## src/common/sods_pkg.sv

```systemverilog
// shared constants for the speaker output diagnostic sequencer
// assumes a single 25 MHz clock; counts derive from times below
`default_nettype none
package sods_pkg;
    // clock rate and documented times
    localparam int CLK_HZ = 25_000_000;
    localparam int PULSE_MS = 100;      // turn-on acquisition time
    localparam int DIAG_MS = 100;       // permanent diagnostic cycle
    localparam int CHECK_MS = 1;        // overload recheck interval
    // derived cycle counts (exact at 25 MHz)
    localparam int PULSE_CYC = CLK_HZ / 1000 * PULSE_MS;
    localparam int DIAG_CYC = CLK_HZ / 1000 * DIAG_MS;
    localparam int CHECK_CYC = CLK_HZ / 1000 * CHECK_MS;
    // ac test: least pulses that prove a tweeter present
    localparam logic [1:0] AC_MIN_PULSES = 2'h3;
    // fault code layout, one nibble per channel
    localparam int FLT_W = 4;
    localparam int FLT_GND = 3;
    localparam int FLT_VS = 2;
    localparam int FLT_SHORT = 1;
    localparam int FLT_OPEN = 0;
    localparam logic [3:0] FLT_NONE = 4'h0;
    // turn-on sequence states, gray along idle-pulse-bias
    typedef enum logic [1:0] {
        TO_IDLE = 2'h0,
        TO_PULSE = 2'h1,
        TO_BIAS = 2'h3
    } sods_ton_t;
    // per-channel permanent states, gray around the loop
    typedef enum logic [1:0] {
        P_ACTIVE = 2'h0,
        P_WAIT = 2'h1,
        P_DIAG = 2'h3,
        P_RESTART = 2'h2
    } sods_perm_t;
endpackage : sods_pkg
`default_nettype wire

```

## src/core/sods_sequencer.sv

```systemverilog
// diagnostic sequencing and result latching for a four-channel amplifier
// assumes host command/read strobes come from i2c logic on clk;
// analog comparator flags are asynchronous and get synchronised here
//
// What this block does
// - turn-on result held until next requested pulse
// - combined standby-out plus diag: pulse first if armed by reset or a read, outputs off
// - after bias, permanent diagnostics; keep turn-on result
// - latch output status at pulse plateau end
// - low gain plus line-driver selects high-impedance bands
// - restart mode: faulted channel off, recheck each 1ms
// - diagnostic mode host-enabled, triggered by overload
// - overload gone at 1ms check: channel resumes
// - overload still present: run 100ms diagnostic cycle
// - after cycle: channel to restart, latch fault
// - no further cycle until host reads
// - offset flagged only if high whole window
// - offset window from last read or enable bit
// - overload disables offset and ac tests
// - ac test enabled by its enable bit
// - threshold bit selects ac detection level
// - fewer than three pulses means open tweeter
// - ground and supply shorts reported together in one nibble
// - ground or supply short beats load faults
// - short with open speaker is double fault
// - permanent diagnostics never report open load
// - read re-arms cycles, returns previous results
`default_nettype none
module sods_sequencer #(
    parameter int NCH = 4,                             // channel count
    parameter int PULSE_CYC = sods_pkg::PULSE_CYC,     // turn-on pulse length
    parameter int DIAG_CYC = sods_pkg::DIAG_CYC,       // diagnostic cycle length
    parameter int CHECK_CYC = sods_pkg::CHECK_CYC      // recheck interval
) (
    input wire logic clk,                              // 25 MHz clock
    input wire logic reset,                            // sync reset, active high
    input wire logic cmdWrite,                         // instruction bytes written
    input wire logic standbyOut,                       // leave standby
    input wire logic diagEnable,                       // diagnostic mode enable
    input wire logic offset_test_enable_bit,           // first instruction byte
    input wire logic ac_test_enable_bit,               // second instruction byte
    input wire logic ac_threshold_select_bit,          // second instruction byte
    input wire logic voltage_gain_setting,             // 1 = 16 dB low gain
    input wire logic lineDriverDiag,                   // line-driver diagnostic
    input wire logic hostRead,                         // one-cycle read strobe
    input wire logic [NCH-1:0] shortGndIn,             // async comparator
    input wire logic [NCH-1:0] shortVsIn,              // async comparator
    input wire logic [NCH-1:0] loadShortIn,            // async comparator
    input wire logic [NCH-1:0] openLoadIn,             // async comparator
    input wire logic [NCH-1:0] overloadIn,             // async protection flag
    input wire logic [NCH-1:0] offsetHighIn,           // async offset > 2 V
    input wire logic [NCH-1:0] acPulseIn,              // async current > level
    output logic [NCH*4-1:0] faultRpt_r,               // fault nibbles per channel
    output logic [NCH-1:0] offsetRpt_r,                // offset flags
    output logic [NCH-1:0] tweeterOpenRpt_r,           // open tweeter flags
    output logic [NCH-1:0] stageOn_r,                  // channel power stage on
    output logic outputsHighZ_r,                       // outputs high impedance
    output logic highZBands_r,                         // line-driver load bands
    output logic acThrLow_r                            // low ac current level
);
    localparam int CW = $clog2(PULSE_CYC + DIAG_CYC + CHECK_CYC + 1);

    // priority encode: supply/ground shorts first, open only when allowed
    function automatic logic [3:0] prioFault(input logic g, input logic v,
        input logic s, input logic o, input logic allowOpen);
        logic [3:0] f;
        f = sods_pkg::FLT_NONE;
        if (g || v)
        begin
            f[sods_pkg::FLT_GND] = g;
            f[sods_pkg::FLT_VS] = v;
        end
        else if (s)
            f[sods_pkg::FLT_SHORT] = 1'b1;
        else if (o && allowOpen)
            f[sods_pkg::FLT_OPEN] = 1'b1;
        return f;
    endfunction : prioFault

    // two-flop synchronisers; first stage read only by second
    logic [NCH*7-1:0] syncA_r, syncB_r;
    always_ff @(posedge clk)
    begin
        syncA_r <= {shortGndIn, shortVsIn, loadShortIn, openLoadIn,
                    overloadIn, offsetHighIn, acPulseIn};
        syncB_r <= syncA_r;
    end
    logic [NCH-1:0] gnd, vs, lsh, opn, ovl, offH, acP;
    assign {gnd, vs, lsh, opn, ovl, offH, acP} = syncB_r;

    // turn-on sequence and global config state
    sods_pkg::sods_ton_t toState_r, toState_nxt;
    logic [CW-1:0] toCnt_r, toCnt_nxt;
    logic toArmed_r, toArmed_nxt;                      // next pulse allowed
    logic diagMode_r, diagMode_nxt;                    // diagnostic mode on
    logic highZ_nxt, bands_nxt, acThr_nxt;
    logic pulseEnd;
    assign pulseEnd = (toState_r == sods_pkg::TO_PULSE) && (toCnt_r == CW'(PULSE_CYC - 1));

    // turn-on next-state logic
    always_comb
    begin
        toState_nxt = toState_r;
        toCnt_nxt = toCnt_r;
        toArmed_nxt = toArmed_r;
        diagMode_nxt = diagMode_r;
        bands_nxt = highZBands_r;
        acThr_nxt = acThrLow_r;
        if (cmdWrite)
        begin
            diagMode_nxt = diagEnable;
            bands_nxt = voltage_gain_setting && lineDriverDiag;
            acThr_nxt = ac_threshold_select_bit;
        end
        unique case (toState_r)
            sods_pkg::TO_IDLE:
            begin
                toCnt_nxt = '0;
                if (cmdWrite && standbyOut)
                begin
                    if (diagEnable && toArmed_r)
                        toState_nxt = sods_pkg::TO_PULSE;
                    else
                        toState_nxt = sods_pkg::TO_BIAS;
                end
            end
            sods_pkg::TO_PULSE:
            begin
                toCnt_nxt = toCnt_r + CW'(1);
                if (pulseEnd)
                begin
                    toState_nxt = sods_pkg::TO_BIAS;
                    toArmed_nxt = 1'b0;
                end
            end
            sods_pkg::TO_BIAS:
            begin
                // back to standby on command
                if (cmdWrite && !standbyOut)
                    toState_nxt = sods_pkg::TO_IDLE;
            end
            // unused code: fall back to standby
            default:
                toState_nxt = sods_pkg::TO_IDLE;
        endcase
        // read re-arms; set wins over the pulse-end clear
        if (hostRead)
            toArmed_nxt = 1'b1;
        highZ_nxt = (toState_nxt != sods_pkg::TO_BIAS);
    end

    // turn-on registers
    always_ff @(posedge clk)
    begin
        if (reset)
        begin
            toState_r <= sods_pkg::TO_IDLE;
            toCnt_r <= '0;
            toArmed_r <= 1'b1;
            diagMode_r <= 1'b0;
            outputsHighZ_r <= 1'b1;
            highZBands_r <= 1'b0;
            acThrLow_r <= 1'b0;
        end
        else
        begin
            toState_r <= toState_nxt;
            toCnt_r <= toCnt_nxt;
            toArmed_r <= toArmed_nxt;
            diagMode_r <= diagMode_nxt;
            outputsHighZ_r <= highZ_nxt;
            highZBands_r <= bands_nxt;
            acThrLow_r <= acThr_nxt;
        end
    end

    // per-channel permanent diagnostics, offset and ac tests
    sods_pkg::sods_perm_t pst_r [NCH];
    logic [NCH-1:0] permArmed_r, offOk_r, acRun_r;
    logic [NCH*4-1:0] toRes_r, permRes_r;
    logic [NCH-1:0] permValid_r;
    genvar c;
    generate
        for (c = 0; c < NCH; c++)
        begin : g_ch
            sods_pkg::sods_perm_t pst_nxt;
            logic [CW-1:0] cnt_r, cnt_nxt;
            logic [1:0] acCnt_r, acCnt_nxt;
            logic acPrev_r, armed_nxt, offOk_nxt, acRun_nxt, valid_nxt, on_nxt;
            logic [3:0] toRes_nxt, permRes_nxt, rpt_nxt;
            logic offRpt_nxt, twRpt_nxt, cntEnd;
            logic [3:0] now;
            // short plus open reports as short (double fault)
            assign now = prioFault(gnd[c], vs[c], lsh[c], opn[c], 1'b1);
            assign cntEnd = (pst_r[c] == sods_pkg::P_DIAG) ? (cnt_r == CW'(DIAG_CYC - 1))
                                                           : (cnt_r == CW'(CHECK_CYC - 1));
            always_comb
            begin
                pst_nxt = pst_r[c];
                cnt_nxt = cnt_r + CW'(1);
                armed_nxt = permArmed_r[c];
                toRes_nxt = toRes_r[c*4 +: 4];
                permRes_nxt = permRes_r[c*4 +: 4];
                valid_nxt = permValid_r[c];
                offOk_nxt = offOk_r[c] && offH[c];
                acRun_nxt = acRun_r[c];
                acCnt_nxt = acCnt_r;
                rpt_nxt = faultRpt_r[c*4 +: 4];
                offRpt_nxt = offsetRpt_r[c];
                twRpt_nxt = tweeterOpenRpt_r[c];
                if (pulseEnd)
                begin
                    toRes_nxt = now;
                    valid_nxt = 1'b0;
                end
                unique case (pst_r[c])
                    sods_pkg::P_ACTIVE:
                    begin
                        cnt_nxt = '0;
                        if (toState_r == sods_pkg::TO_BIAS && ovl[c])
                            pst_nxt = diagMode_r ? sods_pkg::P_WAIT : sods_pkg::P_RESTART;
                    end
                    sods_pkg::P_WAIT:
                    begin
                        if (cntEnd)
                        begin
                            cnt_nxt = '0;
                            if (!ovl[c])
                                pst_nxt = sods_pkg::P_ACTIVE;
                            else
                                pst_nxt = permArmed_r[c] ? sods_pkg::P_DIAG
                                                         : sods_pkg::P_RESTART;
                        end
                    end
                    sods_pkg::P_DIAG:
                    begin
                        if (cntEnd)
                        begin
                            cnt_nxt = '0;
                            permRes_nxt = prioFault(gnd[c], vs[c], lsh[c], opn[c], 1'b0);
                            valid_nxt = 1'b1;
                            armed_nxt = 1'b0;
                            pst_nxt = sods_pkg::P_RESTART;
                        end
                    end
                    sods_pkg::P_RESTART:
                    begin
                        if (cntEnd)
                        begin
                            cnt_nxt = '0;
                            if (!ovl[c])
                                pst_nxt = sods_pkg::P_ACTIVE;
                        end
                    end
                endcase
                if (toState_r != sods_pkg::TO_BIAS)
                    pst_nxt = sods_pkg::P_ACTIVE;
                // count rising pulses, saturate at three
                if (acRun_r[c] && acP[c] && !acPrev_r && acCnt_r != sods_pkg::AC_MIN_PULSES)
                    acCnt_nxt = acCnt_r + 2'h1;
                if (cmdWrite && offset_test_enable_bit)
                    offOk_nxt = 1'b1;
                if (cmdWrite && ac_test_enable_bit)
                begin
                    acRun_nxt = 1'b1;
                    acCnt_nxt = 2'h0;
                end
                // read returns previous cycle, then re-arms
                if (hostRead)
                begin
                    rpt_nxt = permValid_r[c] ? permRes_r[c*4 +: 4] : toRes_r[c*4 +: 4];
                    offRpt_nxt = offOk_r[c];
                    twRpt_nxt = acRun_r[c] && (acCnt_r != sods_pkg::AC_MIN_PULSES);
                    offOk_nxt = 1'b1;
                    acCnt_nxt = 2'h0;
                    armed_nxt = 1'b1;
                end
                // overload kills offset and ac tests
                if (ovl[c])
                begin
                    offOk_nxt = 1'b0;
                    acRun_nxt = 1'b0;
                end
                on_nxt = (toState_r == sods_pkg::TO_BIAS) && (pst_nxt == sods_pkg::P_ACTIVE);
            end
            always_ff @(posedge clk)
            begin
                if (reset)
                begin
                    pst_r[c] <= sods_pkg::P_ACTIVE;
                    cnt_r <= '0;
                    acCnt_r <= 2'h0;
                    acPrev_r <= 1'b0;
                    permArmed_r[c] <= 1'b1;
                    toRes_r[c*4 +: 4] <= sods_pkg::FLT_NONE;
                    permRes_r[c*4 +: 4] <= sods_pkg::FLT_NONE;
                    permValid_r[c] <= 1'b0;
                    offOk_r[c] <= 1'b0;
                    acRun_r[c] <= 1'b0;
                    faultRpt_r[c*4 +: 4] <= sods_pkg::FLT_NONE;
                    offsetRpt_r[c] <= 1'b0;
                    tweeterOpenRpt_r[c] <= 1'b0;
                    stageOn_r[c] <= 1'b0;
                end
                else
                begin
                    pst_r[c] <= pst_nxt;
                    cnt_r <= cnt_nxt;
                    acCnt_r <= acCnt_nxt;
                    acPrev_r <= acP[c];
                    permArmed_r[c] <= armed_nxt;
                    toRes_r[c*4 +: 4] <= toRes_nxt;
                    permRes_r[c*4 +: 4] <= permRes_nxt;
                    permValid_r[c] <= valid_nxt;
                    offOk_r[c] <= offOk_nxt;
                    acRun_r[c] <= acRun_nxt;
                    faultRpt_r[c*4 +: 4] <= rpt_nxt;
                    offsetRpt_r[c] <= offRpt_nxt;
                    tweeterOpenRpt_r[c] <= twRpt_nxt;
                    stageOn_r[c] <= on_nxt;
                end
            end
        end
    endgenerate

    // checks on the global sequence, on channel 0 and on channel CK_CH; needs NCH above CK_CH
    localparam int CK_CH = 2;                          // channel the checks watch
    a_result_held: assert property (@(posedge clk) disable iff (reset)
        toState_r == sods_pkg::TO_BIAS |=> $stable(toRes_r)) else $error("turn-on result moved");
    a_pulse_first: assert property (@(posedge clk) disable iff (reset)
        (toState_r == sods_pkg::TO_IDLE && cmdWrite && standbyOut && diagEnable && toArmed_r)
        |=> toState_r == sods_pkg::TO_PULSE ##1 (outputsHighZ_r && stageOn_r == '0))
        else $error("pulse did not run first");
    a_read_rearm: assert property (@(posedge clk) disable iff (reset)
        hostRead |=> toArmed_r && permArmed_r[CK_CH]) else $error("read did not re-arm");
    a_diag_armed: assert property (@(posedge clk) disable iff (reset)
        $rose(pst_r[CK_CH] == sods_pkg::P_DIAG) |-> $past(permArmed_r[CK_CH]))
        else $error("diagnostic cycle without re-arm");
    a_restart_off: assert property (@(posedge clk) disable iff (reset)
        pst_r[CK_CH] == sods_pkg::P_RESTART ##1 pst_r[CK_CH] == sods_pkg::P_RESTART
        |-> !stageOn_r[CK_CH])
        else $error("restarting channel left on");
    a_perm_noopen: assert property (@(posedge clk) disable iff (reset)
        permValid_r[CK_CH] |-> !permRes_r[CK_CH*4 + sods_pkg::FLT_OPEN])
        else $error("open load in permanent");
    a_offset_clear: assert property (@(posedge clk) disable iff (reset)
        ovl[CK_CH] && !hostRead |=> !offOk_r[CK_CH] && !acRun_r[CK_CH])
        else $error("tests not disabled");
    a_band_select: assert property (@(posedge clk) disable iff (reset)
        cmdWrite |=> highZBands_r == $past(voltage_gain_setting && lineDriverDiag))
        else $error("load band select wrong");
    a_ac_level: assert property (@(posedge clk) disable iff (reset)
        cmdWrite |=> acThrLow_r == $past(ac_threshold_select_bit)) else $error("ac level wrong");
    a_gnd_priority: assert property (@(posedge clk) disable iff (reset)
        pulseEnd && gnd[0] |=> toRes_r[sods_pkg::FLT_GND] && !toRes_r[sods_pkg::FLT_SHORT])
        else $error("ground short lost priority");
endmodule : sods_sequencer
`default_nettype wire

```

## config.mk

```make
export PLATFORM = sky130hd
export DESIGN_NAME = sods_sequencer
export DESIGN_NICKNAME = d
export VERILOG_FILES = /design/src/common/sods_pkg.sv /design/src/core/sods_sequencer.sv
export SDC_FILE = /design/constraint.sdc
export NUM_CORES = 1
export LEC_CHECK = 0
export BUFFER_PORTS_ARGS = -buffer_cell sky130_fd_sc_hd__buf_2
export CORE_ASPECT_RATIO = 1.5
export CORE_MARGIN = 2
export CORE_UTILIZATION = 30
export DETAILED_ROUTE_END_ITERATION = 8
export GPL_TIMING_DRIVEN = 0
export MAX_ROUTING_LAYER = met4
export PLACE_DENSITY = 0.51
export SYNTH_ARGS = -nofsm -noshare
export SYNTH_HDL_FRONTEND = slang
export SYNTH_SLANG_ARGS = --single-unit
```

## constraint.sdc

```tcl
create_clock -name clk -period 2.8 [get_ports clk]
set_clock_uncertainty 0.2 [all_clocks]
set_input_delay 0.56 -clock clk [delete_from_list [all_inputs] [get_ports clk]]
set_output_delay 0.56 -clock clk [all_outputs]
set_load 0.01 [all_outputs]
```

==> run summary, run 1 <==
Hold Crit Class -> in2reg
PnR worst setup slack -> 0.1204 ns
CP startpoint -> g_ch[0].cnt_r[6]$_SDFF_PP0_
Initial antenna violation count -> 0
Gr ovfl total -> 0
Synthesized area -> 10300 um^2
Post-synth EDFFs -> 0
Yosys Warn Count -> 0
Avg Cell Area, Syn -> 9.414 um^2
CP Launch Type -> register
CTS tree -> built
Largest fanout on the critical path -> 4
DRC -> 0
Routability cong. -> 0.7793
Post-Route WL -> 24290 um
Dpl cells -> 1586
PD cells -> 633.9 nW/um^2
Final Cycle Share -> 95.70%
Chip width -> 155.3 um
Vias per inst -> 4.737
Largest net degree at the start of global routing -> 16
Die Ht -> 230.9 um
Final hold violation count -> 0
Max_cap viols -> 0
Sink Count -> 270
Pwr Total -> 7.869 mW
Sequential area share after synthesis -> 52.48%
Critical Path AT -> 2.92 ns
Worst-margin pin slew -> 0.9632 ns
Synth top area share -> 52.48%
Critical Path Sink Type -> register
Post-route insts no fill -> 1666
Final setup fails -> 0
Synth top area cells -> dfxtp_1, nor2_1, xor2_1, xnor2_1, mux2i_1
Layout fillers -> 3511
Dpl hpwl -> 17290 um
Buffers on Ports -> 67
Fin crit period -> 2.680 ns
R2R Path Start -> g_ch[0].cnt_r[6]$_SDFF_PP0_
Synthesized instance count -> 1094
Total GRT Usage -> 13.97%
Fmax -> 373.2 MHz
Hold path start -> voltage_gain_setting
Die area -> 35860 um^2
Pins Over Slew Limit -> 0
TritonRoute pass-1 iters -> 4
Ports -> 70
Max clock buf depth -> 3
Synth cell types -> 55
Clock root cell -> clkbuf_16
RR Endpoint -> stageOn_r[0]$_SDFF_PP0_
Routed via count -> 7892
Hold worst-path end -> highZBands_r$_SDFFE_PP0P_
Starting Density -> 30.23%
Reg2Reg Setup Slack -> 0.12 ns
Core Footprint -> 34060 um^2
DRT antenna net count -> 0
First-pass GRT wire length -> 39640 um
Async SR Flop Fraction -> 0%
WHS -> 0.05842 ns
Worst-path clk slew -> 0.06 ns
Synth Net Count -> 1142
Unrepaired setup endpoints after global routing -> no
Slew HR -> 35.19%
Antenna cells -> 0
H-tree depth -> 1
Clock latency on the worst-skew pair -> 0.58 ns
Leak Pwr -> 4.312 nW
Worst Setup Slack post-DPL -> -0.2314 ns
Area grow syn2layout -> 20.53%
Drt wl/cell -> 14.58 um
First DRT Iteration DRCs -> 271
Row count -> 83
Depth of the worst hold-timing path -> 3
CP required -> 3.04 ns
Setup Buffers After CTS -> 0
Vias in the first global route -> 7771
FF+latch count, synth -> 270
CTS Buf Count -> 28
Peak VDD IR -> 474.8 uV
Area after DPL -> 11170 um^2
Reg2reg path depth -> 5
Final nets -> 1268
Post-Layout Inst Area -> 12410 um^2
Post-synth top area cell -> dfxtp_1
CP Class -> reg2reg
Top_reg_cell synth -> dfxtp_1
Share of cells above drive strength 1 -> 11.36%
Outcome -> finished, final reports clean
metrics by stage:
step | setup TNS, ns | util (%)
6_report | 0 | 36.44
3_3_place_gp | -1.398 | 32.78
3_5_place_dp | -1.490 | 32.78
5_1_grt | 0 | 36.44
4_1_cts | 0 | 36.41
2_1_floorplan | 0 | -
layer usage:
layer / GRT usage (%) / share of wire [%]
met4: 4.272 / 2.0
met5: - / 0
met3: 1.840 / 3.5
met1: 15.95 / 42
met2: 25.31 / 52
cell families after synthesis:
kind of cell,synth area share [%]
AND/OR/NAND/NOR,25.37
flip-flops,52.48
XOR/XNOR,8.930
AO/OA/AOI/OAI,6.038
buffers and inverters,2.491
multiplexers,3.499
adder cells (fa/ha/maj),1.191
layout by cell type, fill, tap and decap left out, types with 10 or more instances in the layout:
cell type        n
mux2i_1         36
a21oi_1         48
xnor2_1         47
nor4_1          13
dlygate4sd3_1   29
clkbuf_16       28
a211oi_1        19
nand3_1         48
nor2b_1         12
clkbuf_1        32
nand4_1         28
nor3_1          20
xor2_1          58
nand2b_1        14
inv_1           21
and4_1          10
buf_2           70
o21ai_0         12
nand2_1         95
nor2_1         178
nor2_2          10
and3_1          12
dfxtp_1        270
nor4b_1         14
registers in the layout, summed over array words and instances (netlist names), 8 cells and up:
signal and flops:
g_ch.cnt_r 92, syncA_r 28, syncB_r 28, toCnt_r 23, faultRpt_r 16, toRes_r 16
permRes_r 12, g_ch.acCnt_r 8, pst_r 8
cells in the mapped netlist, types with 14 or more instances:
cell type	count
dfxtp_1	270
nor2_1	178
nand2_1	95
xor2_1	58
a21oi_1	48
nand3_1	48
xnor2_1	47
mux2i_1	36
nand4_1	28
clkbuf_1	27
a211oi_1	21
inv_1	21
nor3_1	20
nand2b_1	14
nor4_1	14
nor4b_1	14
layout make-up:
type	count	area (um^2)	area share [%]
sequential	270	5405	43.54
multi-input combinational	765	4668	37.61
clock buffer	40	805.8	6.491
timing repair buffer	96	625.6	5.040
tap	425	531.8	4.284
buffer	38	178.9	1.441
clock inverter	11	118.9	0.9576
inverter	21	78.83	0.6350
worst max path at each step:
stage | end | slack (ns) | depth (start not counted)
after floorplan | g_ch[0].cnt_r[5]$_SDFF_PP0_ | 0.45 | 7
final | stageOn_r[0]$_SDFF_PP0_ | 0.12 | 5
after detailed placement | stageOn_r[3]$_SDFF_PP0_ | -0.23 | 6
after global placement | stageOn_r[3]$_SDFF_PP0_ | -0.22 | 6
after global routing | toRes_r[13]$_SDFFE_PP0P_ | 0.009 | 8
after CTS | g_ch[3].cnt_r[10]$_SDFF_PP0_ | 0.03 | 8
power breakdown:
group / internal (mW) / switching (mW)
Clock: 2.11 / 1.61
Combinational: 0.0922 / 0.110
Sequential: 3.91 / 0.0421
Total: 6.11 / 1.76
timing repair:
item	in CTS	in global routing
gates resized for setup	4	4
setup endpoints to repair	12	43
hold buffers	29	0
hold endpoints to repair	29	0
pin swaps	0	1
cloned	0	0
critical path, stage by stage, from the launching register on:
cell	delay [ns]
dfxtp_1	0.35
or4_1	0.53
or4_4	0.57
a211oi_1	0.39
o21ai_0	0.18
a211oi_2	0.34
Note: power is estimated with default switching activity, not from simulation.
==> inputs of run 2 (changes only) <==
CORE_ASPECT_RATIO = unset   (was 1.5)
CORE_MARGIN = unset   (was 2)
==> run 2 against run 1 <==
Sequential share of layout area decreased by 0.46 points. Die area decreased by 2.2%. Non-clock buffer count decreased by 1. Count of clock-buffer cells in the layout unchanged. Wire length decreased by 3.7%. Power increased by 4.1%. Sequential power about the same. Sequential cell count unchanged. Worst setup slack improved by 0.083 ns. Core utilization increased by 0.88 points. Clock power increased by 8.6%.
==> run summary, run 2 (same netlist as run 1, synthesis figures left out) <==
Gr ovfl total -> 0 (unchanged)
CTS Buf Count -> 31 (+11%)
Row count -> 67 (-19%)
CP peak stage delay -> 0.63 ns (+0.06 ns)
Area after DPL -> 11190 um^2 (+0.26%)
Clock root cell -> clkbuf_16
Initial antenna violation count -> 1 (+1)
Unrepaired setup endpoints after global routing -> no
Chip width -> 187.3 um (+21%)
CP Cell Sequence -> ha_1 -> and4b_1 -> clkbuf_1 -> nand2_1 -> or4_1 -> clkbuf_1 -> a21oi_1 -> nor2_1
Max reg flops -> 92 (unchanged)
Post-Layout Inst Area -> 12540 um^2 (+1.1%)
Final nets -> 1270 (+0.16%)
PD cells -> 653.2 nW/um^2 (+3.0%)
Final setup fails -> 0 (unchanged)
Post-Route WL -> 23390 um (-3.7%)
Hold Crit Class -> in2reg
PnR worst setup slack -> 0.2032 ns (+0.08284 ns)
CP required -> 3.04 ns (about the same)
Largest regs -> g_ch.cnt_r x92, syncA_r x28, syncB_r x28
Area grow syn2layout -> 21.81%
Layout fillers -> 3387 (-3.5%)
RR Endpoint -> permValid_r[3]$_SDFF_PP0_
Reg2Reg Setup Slack -> 0.20 ns (+0.08 ns)
Share of cells above drive strength 1 -> 11.90% (+0.54 points)
DRC -> 0 (unchanged)
Peak VDD IR -> 494.1 uV (+4.1%)
Final Cycle Share -> 92.74% (-3.0 points)
Die Ht -> 187.3 um (-19%)
Vias per inst -> 4.585 (-3.2%)
Routability cong. -> 0.7676 (-1.5%)
Fmax -> 385.1 MHz (+3.2%)
Worst-margin pin slew -> 1.023 ns (+0.05954 ns)
Total GRT Usage -> 13.73% (-0.25 points)
First DRT Iteration DRCs -> 331 (+22%)
Utilization after layout -> 37.32% (+0.88 points)
Commonest cells after routing, fill and taps aside -> dfxtp_1, nor2_1, nand2_1
Vias in the first global route -> 7426 (-4.4%)
Hold path start -> diagEnable
Dpl cells -> 1609 (+1.5%)
Dpl hpwl -> 16430 um (-4.9%)
Drt wl/cell -> 13.82 um (-5.2%)
R2R Path Start -> toCnt_r[0]$_SDFFE_PP0P_
Max clock buf depth -> 3 (unchanged)
Critical Path AT -> 2.84 ns (-0.08 ns)
Worst setup path end -> permValid_r[3]$_SDFF_PP0_
Largest net degree at the start of global routing -> 17 (+1)
Clock latency on the worst-skew pair -> 0.57 ns (about the same)
Setup Buffers After CTS -> 0 (unchanged)
H-tree depth -> 1 (unchanged)
Worst-path clk slew -> 0.06 ns (about the same)
Sink Count -> 270 (unchanged)
DRT antenna net count -> 0 (unchanged)
Buffers on Ports -> 67 (unchanged)
Max_cap viols -> 0 (unchanged)
Critical Path Sink Type -> register
Pins Over Slew Limit -> 0 (unchanged)
CTS tree -> built
First-pass GRT wire length -> 38700 um (-2.4%)
Crit path max-delay cell type -> or4_1
Slew HR -> 31.29% (-3.9 points)
CP startpoint -> toCnt_r[0]$_SDFFE_PP0P_
Storage cell area -> 5405 um^2 (unchanged)
Area occupied by multi-input gates -> 4668 um^2 (unchanged)
Worst Setup Slack post-DPL -> -0.1770 ns (+0.05438 ns)
Core Footprint -> 33620 um^2 (-1.3%)
Starting Density -> 30.64% (+0.40 points)
Fin crit period -> 2.597 ns (-0.08284 ns)
Die area -> 35070 um^2 (-2.2%)
TritonRoute pass-1 iters -> 4 (unchanged)
Leak Pwr -> 4.379 nW (+1.6%)
CP Launch Type -> register
Reg2reg path depth -> 8 (+3)
Biggest register -> g_ch.cnt_r
Routed via count -> 7763 (-1.6%)
Outcome -> finished, final reports clean
Commonest non-fill, non-tap cell in the layout -> dfxtp_1
Ports -> 70 (unchanged)
Largest fanout on the critical path -> 10 (+6)
Post-route insts no fill -> 1693 (+1.6%)
CP dominant cell by count -> clkbuf_1
Final hold violation count -> 0 (unchanged)
CP Class -> reg2reg
==> run 2: cell types whose count changed in the layout (fill, tap and decap cells not counted), sizes merged <==
cell and change:
clkinv +3, bufinv +2, clkinvlp -2, buf -1, clkbuf +1, diode +1
dlygate4sd3 -1, inv +1
==> run 2: worst max-delay path: cells and delay by family, from the launching register on <==
family | cells | cell delay, ns
AND/OR/NAND/NOR | 4 | 1.00
buffers and inverters | 2 | 0.54
flip-flops | 1 | 0.36
AO/OA/AOI/OAI | 1 | 0.21
adder cells (fa/ha/maj) | 1 | 0.17
==> run 2: final cells by class <==
class | count | share of cell area (%)
repair buffers | 95 | 4.907
clock inverters | 15 | 1.386
well taps | 448 | 4.468
inverters | 21 | 0.6284
plain buffers | 38 | 1.436
multi-input cells | 765 | 37.21
clock buffers | 40 | 6.852
flip-flops and latches | 270 | 43.09
diodes | 1 | 0.01995
==> run 2: per-layer routing <==
layer,global-route usage (%),part of all wire [%],vias up
met1,17.97,49,3604
met2,21.90,45,105
met3,2.233,4.2,38
met5,-,0,-
li1,-,-,4016
met4,3.531,1.9,0
==> run 2: stage by stage <==
stage          TNS, ns  power (mW)  hold slack [ns]
5_1_grt              0       8.514          0.07491
4_1_cts              0       8.323          0.04899
2_1_floorplan        0       4.113           0.1096
3_3_place_gp    -1.422       4.211           0.1129
3_5_place_dp    -1.449       4.212           0.1121
6_report             0       8.195          0.07120
==> run 2: repair_timing <==
| action | in CTS | in global routing |
|---|---|---|
| gates cloned | 0 | 0 |
| endpoints found under the hold margin | 28 | 0 |
| resized for setup | 2 | 7 |
| hold buffers | 28 | 0 |
| pin swaps | 0 | 0 |
| endpoints found under the setup margin | 11 | 44 |
==> run 2: how the worst min path moves through the flow <==
| stage | to | slack [ns] | cells after the start |
|---|---|---|---|
| finish | diagMode_r$_SDFFE_PP0P_ | 0.07 | 3 |
| global route | highZBands_r$_SDFFE_PP0P_ | 0.07 | 3 |
| CTS | diagMode_r$_SDFFE_PP0P_ | 0.05 | 3 |
| detailed placement | syncB_r[22]$_DFF_P_ | 0.11 | 0 |
| global placement | syncB_r[21]$_DFF_P_ | 0.11 | 0 |
| floorplan | syncB_r[0]$_DFF_P_ | 0.11 | 0 |
==> run 2: where the power goes <==
part	switching, mW	leakage, nW	internal (mW)
clock	1.60	0.511	2.44
sequential	0.0416	2.20	3.91
combinational	0.110	1.67	0.0914
total	1.75	4.38	6.44
